File: src/design/tcc_defines.svh
// Register indices, field positions, codes and reset values for the
// two-channel capture/compare block.
// Assumes an AXI4-Lite master that places each register in one aligned word.
`ifndef TCC_DEFINES_SVH
`define TCC_DEFINES_SVH

// Register indices, byte address is four times the index
`define TCC_IDX_CH0_LO   10'h0da
`define TCC_IDX_CH0_HI   10'h0db
`define TCC_IDX_CH1_LO   10'h0dc
`define TCC_IDX_CH1_HI   10'h0dd
`define TCC_IDX_CTL0     10'h0e5
`define TCC_IDX_CTL1     10'h0e6
`define TCC_IDX_STAT     10'h0f0
`define TCC_IDX_MASK     10'h0f1

// Address slice that carries the index
`define TCC_ADDR_W       12
`define TCC_IDX_HI       11
`define TCC_IDX_LO       2

// Control register fields
`define TCC_RADIO_BIT    7
`define TCC_IM_BIT       6
`define TCC_ACT_HI       5
`define TCC_ACT_LO       3
`define TCC_MODE_BIT     2
`define TCC_CAP_RISE     0
`define TCC_CAP_FALL     1

// Reset values
`define TCC_CTL_RST      8'h40
`define TCC_MASK_RST     2'h3
`define TCC_OUT_INIT     1'h0

// Counter facts
`define TCC_ZERO         16'h0000
`define TCC_MODE_UPDOWN  2'h3

// AXI responses
`define TCC_RESP_OKAY    2'h0
`define TCC_RESP_SLVERR  2'h2

`endif

File: src/design/tcc_pkg.sv
// Types shared by the capture/compare block: action codes and the state.
// Assumes nothing beyond the defines header.
package tcc_pkg;

  // Compare output action codes
  typedef enum logic [2:0] {
    ACT_SET      = 3'h0,
    ACT_CLR      = 3'h1,
    ACT_TGL      = 3'h2,
    ACT_UP_SET   = 3'h3,
    ACT_UP_CLR   = 3'h4,
    ACT_PAIR_CLR = 3'h5,
    ACT_PAIR_SET = 3'h6,
    ACT_INIT     = 3'h7
  } act_e;

  // Whole state of the block
  typedef struct packed {
    logic [1:0][7:0]  ctl;
    logic [1:0][15:0] val;
    logic [1:0][7:0]  lobuf;
    logic [1:0][15:0] pendv;
    logic [1:0]       pend;
    logic [1:0]       out;
    logic [1:0]       sync1;
    logic [1:0]       sync2;
    logic [1:0]       prev;
    logic [1:0]       stat;
    logic [1:0]       mask;
    logic             aw_got;
    logic             w_got;
    logic [9:0]       awidx;
    logic [7:0]       wdata;
    logic             wstrb0;
    logic             bvalid;
    logic [1:0]       bresp;
    logic             rvalid;
    logic [7:0]       rdata;
    logic [1:0]       rresp;
  } state_s;

endpackage : tcc_pkg

File: src/design/timer_channel_capture_compare.sv
// Capture/compare logic for timer channels 0 and 1 with an AXI4-Lite slave.
// Assumes the counter, its tick strobe, direction and mode come from logic
// on CLK; capture pins are asynchronous; the radio event is on CLK.
`include "tcc_defines.svh"
`timescale 1ns/1ns
`default_nettype none

module timer_channel_capture_compare (
  // Clock and reset
  input  wire logic                    CLK,
  input  wire logic                    NRST,
  // AXI4-Lite write address and data
  input  wire logic [`TCC_ADDR_W-1:0]  AWADDR,
  input  wire logic                    AWVALID,
  output logic                         AWREADY,
  input  wire logic [31:0]             WDATA,
  input  wire logic [3:0]              WSTRB,
  input  wire logic                    WVALID,
  output logic                         WREADY,
  // AXI4-Lite write response
  output logic [1:0]                   BRESP,
  output logic                         BVALID,
  input  wire logic                    BREADY,
  // AXI4-Lite read
  input  wire logic [`TCC_ADDR_W-1:0]  ARADDR,
  input  wire logic                    ARVALID,
  output logic                         ARREADY,
  output logic [31:0]                  RDATA,
  output logic [1:0]                   RRESP,
  output logic                         RVALID,
  input  wire logic                    RREADY,
  // Counter view
  input  wire logic [15:0]             TIMER_COUNT,
  input  wire logic                    COUNT_TICK,
  input  wire logic                    COUNT_DOWN,
  input  wire logic [1:0]              COUNT_MODE,
  // Capture sources
  input  wire logic [1:0]              CAP_IN,
  input  wire logic                    RADIO_IRQ,
  // Compare outputs and interrupt
  output logic [1:0]                   CMP_OUT,
  output logic [1:0]                   CMP_OE,
  output logic                         IRQ
);

  localparam tcc_pkg::state_s ST_RST = '{
    ctl: {`TCC_CTL_RST, `TCC_CTL_RST}, mask: `TCC_MASK_RST, default: '0};

  tcc_pkg::state_s s;
  tcc_pkg::state_s n;

  logic [1:0]  match;
  logic [1:0]  cap_ev;
  logic [1:0]  cmp_ev;
  logic [1:0]  wr_ctl;
  logic [1:0]  wr_lo;
  logic [1:0]  wr_hi;
  logic [1:0]  im;
  logic        do_wr;
  logic        wr_en;
  logic        zero;

  // Index decode shared by read and write paths
  function automatic logic idx_hit(input logic [9:0] idx);
    idx_hit = (idx == `TCC_IDX_CH0_LO) || (idx == `TCC_IDX_CH0_HI) ||
              (idx == `TCC_IDX_CH1_LO) || (idx == `TCC_IDX_CH1_HI) ||
              (idx == `TCC_IDX_CTL0)   || (idx == `TCC_IDX_CTL1)   ||
              (idx == `TCC_IDX_STAT)   || (idx == `TCC_IDX_MASK);
  endfunction : idx_hit

  // Handshakes come straight from the state so the master sees them early
  assign AWREADY = !s.aw_got && !s.bvalid;
  assign WREADY  = !s.w_got && !s.bvalid;
  assign BVALID  = s.bvalid;
  assign BRESP   = s.bresp;
  assign ARREADY = !s.rvalid;
  assign RVALID  = s.rvalid;
  assign RRESP   = s.rresp;
  assign RDATA   = {24'h000000, s.rdata};
  assign CMP_OUT = s.out;
  assign im      = {s.ctl[1][`TCC_IM_BIT], s.ctl[0][`TCC_IM_BIT]};
  assign CMP_OE  = {s.ctl[1][`TCC_MODE_BIT], s.ctl[0][`TCC_MODE_BIT]};
  // Level request while any enabled, unmasked flag stands
  assign IRQ     = |(s.stat & s.mask & im);

  // Next-state logic for bus, channels and flags
  always_comb begin
    logic        src;
    logic        rise;
    logic        fall;
    logic        ud;
    logic        o;
    logic [9:0]  ridx;
    n      = s;
    match  = '0;
    cap_ev = '0;
    cmp_ev = '0;
    wr_ctl = '0;
    wr_lo  = '0;
    wr_hi  = '0;
    src    = 1'b0;
    rise   = 1'b0;
    fall   = 1'b0;
    o      = 1'b0;
    ud     = (COUNT_MODE == `TCC_MODE_UPDOWN);
    zero   = COUNT_TICK && (TIMER_COUNT == `TCC_ZERO);
    ridx   = ARADDR[`TCC_IDX_HI:`TCC_IDX_LO];

    // Pin synchronisers, first stage feeds only the second
    n.sync1 = CAP_IN;
    n.sync2 = s.sync1;

    // Write channel: address and data taken in either order
    if (AWVALID && AWREADY) begin
      n.aw_got = 1'b1;
      n.awidx  = AWADDR[`TCC_IDX_HI:`TCC_IDX_LO];
    end
    if (WVALID && WREADY) begin
      n.w_got  = 1'b1;
      n.wdata  = WDATA[7:0];
      n.wstrb0 = WSTRB[0];
    end
    do_wr = s.aw_got && s.w_got;
    wr_en = do_wr && s.wstrb0 && idx_hit(s.awidx);
    if (do_wr) begin
      n.aw_got = 1'b0;
      n.w_got  = 1'b0;
      n.bvalid = 1'b1;
      n.bresp  = idx_hit(s.awidx) ? `TCC_RESP_OKAY : `TCC_RESP_SLVERR;
    end
    if (s.bvalid && BREADY) begin
      n.bvalid = 1'b0;
    end
    wr_ctl[0] = wr_en && (s.awidx == `TCC_IDX_CTL0);
    wr_ctl[1] = wr_en && (s.awidx == `TCC_IDX_CTL1);
    wr_lo[0]  = wr_en && (s.awidx == `TCC_IDX_CH0_LO);
    wr_lo[1]  = wr_en && (s.awidx == `TCC_IDX_CH1_LO);
    wr_hi[0]  = wr_en && (s.awidx == `TCC_IDX_CH0_HI);
    wr_hi[1]  = wr_en && (s.awidx == `TCC_IDX_CH1_HI);

    // Matches of both channels, channel 1 pairs also look at channel 0
    match[0] = COUNT_TICK && (TIMER_COUNT == s.val[0]);
    match[1] = COUNT_TICK && (TIMER_COUNT == s.val[1]);

    for (int i = 0; i < 2; i++) begin
      // Capture source and edge detection; a select change may fake an edge
      src = s.ctl[i][`TCC_RADIO_BIT] ? RADIO_IRQ : s.sync2[i];
      n.prev[i] = src;
      rise = src && !s.prev[i];
      fall = !src && s.prev[i];
      cap_ev[i] = !s.ctl[i][`TCC_MODE_BIT] &&
                  ((s.ctl[i][`TCC_CAP_RISE] && rise) ||
                   (s.ctl[i][`TCC_CAP_FALL] && fall));
      cmp_ev[i] = s.ctl[i][`TCC_MODE_BIT] && match[i];
      if (cap_ev[i]) begin
        n.val[i] = TIMER_COUNT;
      end

      // Deferred compare value lands when the counter is at zero
      if (s.pend[i] && (TIMER_COUNT == `TCC_ZERO)) begin
        n.val[i]  = s.pendv[i];
        n.pend[i] = 1'b0;
      end

      // Output action, applied only in compare mode
      o = s.out[i];
      if (s.ctl[i][`TCC_MODE_BIT]) begin
        unique case (tcc_pkg::act_e'(s.ctl[i][`TCC_ACT_HI:`TCC_ACT_LO]))
          tcc_pkg::ACT_SET: if (match[i]) o = 1'b1;
          tcc_pkg::ACT_CLR: if (match[i]) o = 1'b0;
          tcc_pkg::ACT_TGL: if (match[i]) o = !s.out[i];
          tcc_pkg::ACT_UP_SET: begin
            if (i == 1 && ud) begin
              if (match[i]) o = !COUNT_DOWN;
            end else if (match[i]) begin
              o = 1'b1;
            end else if (zero) begin
              o = 1'b0;
            end
          end
          tcc_pkg::ACT_UP_CLR: begin
            if (i == 1 && ud) begin
              if (match[i]) o = COUNT_DOWN;
            end else if (match[i]) begin
              o = 1'b0;
            end else if (zero) begin
              o = 1'b1;
            end
          end
          tcc_pkg::ACT_PAIR_CLR: begin
            // Channel 0 leaves its output alone on reserved codes
            if (i == 1) begin
              if (match[1]) o = 1'b1;
              else if (match[0]) o = 1'b0;
            end
          end
          tcc_pkg::ACT_PAIR_SET: begin
            if (i == 1) begin
              if (match[1]) o = 1'b0;
              else if (match[0]) o = 1'b1;
            end
          end
          tcc_pkg::ACT_INIT: o = s.out[i];
        endcase
      end
      n.out[i] = o;

      // Register writes win over the running logic of the same cycle
      if (wr_ctl[i]) begin
        n.ctl[i] = s.wdata;
        if (tcc_pkg::act_e'(s.wdata[`TCC_ACT_HI:`TCC_ACT_LO]) ==
            tcc_pkg::ACT_INIT) begin
          n.ctl[i][`TCC_ACT_HI:`TCC_ACT_LO] =
            s.ctl[i][`TCC_ACT_HI:`TCC_ACT_LO];
          n.out[i] = `TCC_OUT_INIT;
        end
      end
      if (wr_lo[i]) begin
        n.lobuf[i] = s.wdata;
      end
      if (wr_hi[i]) begin
        if (s.ctl[i][`TCC_MODE_BIT]) begin
          n.pendv[i] = {s.wdata, s.lobuf[i]};
          n.pend[i]  = 1'b1;
        end else begin
          n.val[i]  = {s.wdata, s.lobuf[i]};
          n.pend[i] = 1'b0;
        end
      end
    end

    // Sticky flags: write one clears, a new event in that cycle wins
    n.stat = s.stat;
    if (wr_en && (s.awidx == `TCC_IDX_STAT)) begin
      n.stat = s.stat & ~s.wdata[1:0];
    end
    n.stat = n.stat | cap_ev | cmp_ev;
    if (wr_en && (s.awidx == `TCC_IDX_MASK)) begin
      n.mask = s.wdata[1:0];
    end

    // Read channel: one cycle to the answer, unmapped reads give an error
    if (s.rvalid && RREADY) begin
      n.rvalid = 1'b0;
    end
    if (ARVALID && ARREADY) begin
      n.rvalid = 1'b1;
      n.rresp  = idx_hit(ridx) ? `TCC_RESP_OKAY : `TCC_RESP_SLVERR;
      unique case (ridx)
        `TCC_IDX_CH0_LO: n.rdata = s.val[0][7:0];
        `TCC_IDX_CH0_HI: n.rdata = s.val[0][15:8];
        `TCC_IDX_CH1_LO: n.rdata = s.val[1][7:0];
        `TCC_IDX_CH1_HI: n.rdata = s.val[1][15:8];
        `TCC_IDX_CTL0:   n.rdata = s.ctl[0];
        `TCC_IDX_CTL1:   n.rdata = s.ctl[1];
        `TCC_IDX_STAT:   n.rdata = {6'h00, s.stat};
        `TCC_IDX_MASK:   n.rdata = {6'h00, s.mask};
        default:         n.rdata = 8'h00;
      endcase
    end
  end

  // State register
  always_ff @(posedge CLK or negedge NRST) begin
    if (!NRST) begin
      s <= ST_RST;
    end else begin
      s <= n;
    end
  end

  // Set action drives the output high one cycle after a match
  property p_set_on_match;
    @(posedge CLK) disable iff (!NRST)
    (cmp_ev[0] && !wr_ctl[0] &&
     s.ctl[0][`TCC_ACT_HI:`TCC_ACT_LO] == tcc_pkg::ACT_SET) |=> CMP_OUT[0];
  endproperty
  a_set_on_match: assert property (p_set_on_match)
    else $error("set action did not drive output high");
  property p_toggle;
    @(posedge CLK) disable iff (!NRST)
    (cmp_ev[1] && !wr_ctl[1] && s.ctl[1][`TCC_ACT_HI:`TCC_ACT_LO] ==
     tcc_pkg::ACT_TGL) |=> CMP_OUT[1] != $past(CMP_OUT[1]);
  endproperty
  a_toggle: assert property (p_toggle)
    else $error("toggle action did not invert output");
  property p_pair_clr;
    @(posedge CLK) disable iff (!NRST)
    (CMP_OE[1] && match[0] && !match[1] && !wr_ctl[1] &&
     tcc_pkg::ACT_PAIR_CLR == s.ctl[1][`TCC_ACT_HI:`TCC_ACT_LO]) |=>
      !CMP_OUT[1];
  endproperty
  a_pair_clr: assert property (p_pair_clr)
    else $error("pair action did not clear on channel 0 match");
  property p_init_keeps_code;
    @(posedge CLK) disable iff (!NRST)
    (wr_ctl[0] && s.wdata[`TCC_ACT_HI:`TCC_ACT_LO] == tcc_pkg::ACT_INIT)
      |=> s.ctl[0][`TCC_ACT_HI:`TCC_ACT_LO] ==
          $past(s.ctl[0][`TCC_ACT_HI:`TCC_ACT_LO]) &&
          CMP_OUT[0] == `TCC_OUT_INIT;
  endproperty
  a_init_keeps_code: assert property (p_init_keeps_code)
    else $error("init write changed action field or missed output");
  property p_hi_deferred;
    @(posedge CLK) disable iff (!NRST)
    (wr_hi[0] && s.ctl[0][`TCC_MODE_BIT] && TIMER_COUNT != `TCC_ZERO)
      |=> s.val[0] == $past(s.val[0]);
  endproperty
  a_hi_deferred: assert property (p_hi_deferred)
    else $error("compare value changed before counter zero");
  property p_lo_buffered;
    @(posedge CLK) disable iff (!NRST)
    (wr_lo[1] && !cap_ev[1] && !s.pend[1]) |=> s.val[1] == $past(s.val[1]);
  endproperty
  a_lo_buffered: assert property (p_lo_buffered)
    else $error("low byte write reached value directly");
  property p_capture_load;
    @(posedge CLK) disable iff (!NRST)
    (cap_ev[0] && !wr_hi[0] && !s.pend[0])
      |=> s.val[0] == $past(TIMER_COUNT) && s.stat[0];
  endproperty
  a_capture_load: assert property (p_capture_load)
    else $error("capture did not load counter value");
  property p_no_capture;
    @(posedge CLK) disable iff (!NRST)
    (s.ctl[1][`TCC_CAP_FALL:`TCC_CAP_RISE] == 2'h0) |-> !cap_ev[1];
  endproperty
  a_no_capture: assert property (p_no_capture)
    else $error("capture occurred with edge field cleared");
  property p_flag_unmasked;
    @(posedge CLK) disable iff (!NRST)
    (cmp_ev[1] && !im[1]) |=> s.stat[1];
  endproperty
  a_flag_unmasked: assert property (p_flag_unmasked)
    else $error("event flag not set while interrupt disabled");
  property p_irq_gate;
    @(posedge CLK) disable iff (!NRST)
    IRQ |-> (s.stat[0] && s.mask[0] && im[0]) ||
            (s.stat[1] && s.mask[1] && im[1]);
  endproperty
  a_irq_gate: assert property (p_irq_gate)
    else $error("interrupt raised without an enabled flag");

endmodule : timer_channel_capture_compare

`default_nettype wire

File: config.mk
export PLATFORM = sky130hd
export DESIGN_NAME = timer_channel_capture_compare
export DESIGN_NICKNAME = d
export VERILOG_FILES = /design/src/design/tcc_pkg.sv /design/src/design/timer_channel_capture_compare.sv
export VERILOG_INCLUDE_DIRS = /design/src /design/src/design
export SDC_FILE = /design/constraint.sdc
export NUM_CORES = 1
export LEC_CHECK = 0
export ABC_AREA = 1
export ABC_CLOCK_PERIOD_IN_PS = 5400
export BUFFER_PORTS_ARGS = -buffer_cell sky130_fd_sc_hd__buf_2
export CORE_MARGIN = 2
export CORE_UTILIZATION = 60
export DETAILED_ROUTE_END_ITERATION = 7
export PLACE_DENSITY = 0.84
export SETUP_SLACK_MARGIN = 0.4
export SLEW_MARGIN = 10
export SYNTH_ARGS = -nofsm -noshare
export SYNTH_HDL_FRONTEND = slang
export SYNTH_SLANG_ARGS = --single-unit
File: constraint.sdc
create_clock -name CLK -period 5.4 [get_ports CLK]
set_clock_uncertainty 0.2 [all_clocks]
set_input_delay 0.54 -clock CLK [delete_from_list [all_inputs] [get_ports CLK]]
set_output_delay 0.54 -clock CLK [all_outputs]
set_load 0.02 [all_outputs]
==> summary.md <==
| Metric | Value |
|---|---|
| Syn Area/Cell | `7.15 µm²` |
| Synthesized area | `0.00822 mm²` |
| Top post-synthesis cells by area | `dfrtp_1 (42%), nand2_1 (18%), o21ai_0 (8.2%), inv_1 (5.3%), buf_4 (3.8%)` |
| Final Cell Area | `0.00909 mm²` |
| Max-cap violations | `0` |
| GR Util All Layers | `0.364` |
| Area grow syn2layout | `10.7%` |
| # diodes | `0` |
| CTS Buf Count | `17` |
| GPL Wtd Cong | `1.02` |
| Worst setup EP type | `flop` |
| Fillers | `1138` |
| CTS tree | `yes` |
| Largest area contributor in the netlist | `dfrtp_1` |
| Grt met3 use | `0.0888` |
| Synth Register Bits | `143` |
| Top-Level Pins | `136` |
| Crit path kind | `flop to flop` |
| Die area | `0.0146 mm²` |
| Final Hold Viols | `0` |
| Ys async rst share | `1.00` |
| Power Density | `354 mW/mm²` |
| Largest net degree at the start of global routing | `105` |
| Sw Share | `0.345` |
| First-pass iteration count of the detailed router | `6` |
| Psw | `1.11 mW` |
| Comb pwr share | `0.217` |
| Clock Power Share | `0.382` |
| Setup TNS | `0 ns` |
| Crit path arrival time | `3.51 ns` |
| Htree depth | `4` |
| DRT antenna net count | `0` |
| EDFF count, synth | `0` |
| # setup viols final | `0` |
| Flop pwr share | `0.402` |
| Antenna violations before repair | `0` |
| Slew HR | `0.356` |
| Clk slew on worst S/H paths | `0.06 ns` |
| Met2 Use GR | `0.547` |
| Resized Gates After CTS | `0` |
| Via count | `7900` |
| # rows | `42` |
| Layout cells sized above 1 | `0.114` |
| Grt peak-use layer | `met2` |
| Setup bufs post-CTS | `0` |
| Vias in the first global route | `7424` |
| Pre-CTS setup slack | `2.04 ns` |
| Starting Density | `0.618` |
| Routed wire per std cell | `18.0 µm` |
| First-pass GRT wire length | `39700 µm` |
| Crit path time final | `3.43 ns` |
| Unrepaired setup endpoints after global routing | `no` |
| Root Buffer | `clkbuf_16` |
| Most frequent cells in the layout | `nand2_1 (393), dfrtp_1 (139), o21ai_0 (134)` |
| Die W | `121 µm` |
| Worst hold-check path type | `input pin to flop` |
| Dpl cell area | `0.00848 mm²` |
| Syn. warnings | `0` |
| Initial DRC Count | `901` |
| Die height | `121 µm` |
| Worst-Margin Slew | `0.964 ns` |
| Hold WS | `0.0138 ns` |
| Worst skew pair latency | `0.43 ns` |
| Post-route insts no fill | `1387` |
| Post-DP HPWL | `18100 µm` |
| CTS Hold Bufs | `0` |
| Final nets | `1291` |
| Final Cycle Share | `0.636` |
| P_leak | `4.59 nW` |
| Synth cell types | `46` |
| Top_reg_cell synth | `dfrtp_1` |
| Grt ovf | `0` |
| Synth top area share | `0.423` |
| Core box area | `0.0133 mm²` |
| Clock sink count | `143` |
| Post-synthesis sequential area ratio | `0.436` |
| Vias per cell | `5.70` |
| Status | `completed` |
| Post-Syn Instances | `1149` |
| Number of port buffers | `78` |
| CP Launch Type | `flop` |
| CTS max path bufs | `2` |
| Max Freq | `291 MHz` |
| Internal power | `2.11 mW` |
| Met1 GRT Util | `0.508` |
| DRC | `0` |
| Final WS setup | `1.97 ns` |
| Commonest non-fill, non-tap cell in the layout | `nand2_1` |
| Pins Over Slew Limit | `0` |
| Placed cells | `1356` |
| CP max FO | `30` |
| Worst VDD drop | `0.386 mV` |
| WP data required | `5.48 ns` |
| Final wirelength | `25000 µm` |
[final timing paths]
kind | from | end | slack, ns | cells after the start
hold / removal | CAP_IN[0] | n[41]$_DFF_PN0_ | 0.01 | 1
hold reg to reg | n[41]$_DFF_PN0_ | s[41]$_DFF_PN0_ | 0.15 | 0
min in group asynchronous | NRST | s[29]$_DFFE_PN0P_ | 0.02 | 1
max in group asynchronous | NRST | s[91]$_DFFE_PN0P_ | 3.91 | 2
setup / recovery | s[23]$_DFFE_PN0P_ | s[70]$_DFFE_PN0P_ | 1.97 | 9
setup reg to reg | s[23]$_DFFE_PN0P_ | s[70]$_DFFE_PN0P_ | 1.97 | 9
[stage by stage]
stage	utilization	total power, mW
after global placement	0.638	1.98
after global routing	0.684	3.37
after CTS	0.684	3.20
after floorplan	-	1.74
after detailed placement	0.638	1.99
final	0.684	3.22
[logic make-up (layout without fill, tap and decap cells)]
kind of cell             after synthesis  in the layout  synth area share
AND/OR/NAND/NOR                      567            567             0.286
AO/OA/AOI/OAI                        229            229             0.151
buffers and inverters                198            235             0.113
flip-flops                           143            143             0.436
XOR/XNOR                               6              6           0.00640
multiplexers                           3              3           0.00411
adder cells (fa/ha/maj)                2              2           0.00305
other                                  1             26          0.000456
[critical path, stage by stage (launching register included)]
cell      delay (ns)
dfrtp_1         0.49
nand2_1         0.16
nor4_2          0.42
nor3_2          0.12
a21boi_4        0.25
nand2_1         0.37
inv_2           0.35
nand2_1         0.59
nand2_1         0.23
o21ai_1         0.10
[layer usage]
layer,routed length [µm],part of all wire,vias up
li1,-,-,3761
met1,10400,0.42,3648
met2,11200,0.45,431
met3,2400,0.096,60
met4,943,0.038,0
met5,0,0,-
[cells in the mapped netlist (3+ instances only)]
library cell	instances
nor3_1	19
nand3_1	38
a21oi_1	21
nand4_1	20
buf_2	9
o21ai_0	134
buf_4	42
o21ai_1	31
mux2_2	3
dfrtp_1	139
inv_1	117
nand2_1	393
xnor2_1	5
clkinv_1	3
o22ai_1	23
nor4_1	7
nor2_1	75
dfstp_2	4
inv_2	3
o31ai_1	3
clkbuf_1	21
a22oi_1	7
[power by group through the flow]
| stage | logic (mW) | clock network [mW] | registers [mW] |
|---|---|---|---|
| floorplan | 0.459 | 0 | 1.28 |
| global placement | 0.672 | 0 | 1.31 |
| detailed placement | 0.680 | 0 | 1.31 |
| CTS | 0.687 | 1.23 | 1.29 |
| global route | 0.783 | 1.28 | 1.31 |
| finish | 0.697 | 1.23 | 1.29 |
[state kept, by name, summed over array words and instances (netlist names)]
signal	cells
BRESP	1
BVALID	1
CMP_OE	2
CMP_OUT	2
RDATA	8
RRESP	1
RVALID	1
im	2
n	2
s	123
[area by class of cell]
type	count	area [µm²]	area share
timing repair buffer	81	419	0.0461
tap	176	220	0.0242
inverter	123	462	0.0508
sequential	143	3580	0.394
multi-input combinational	833	3800	0.418
clock buffer	17	425	0.0468
clock inverter	14	181	0.0199
(Power assumes the default switching activity.)
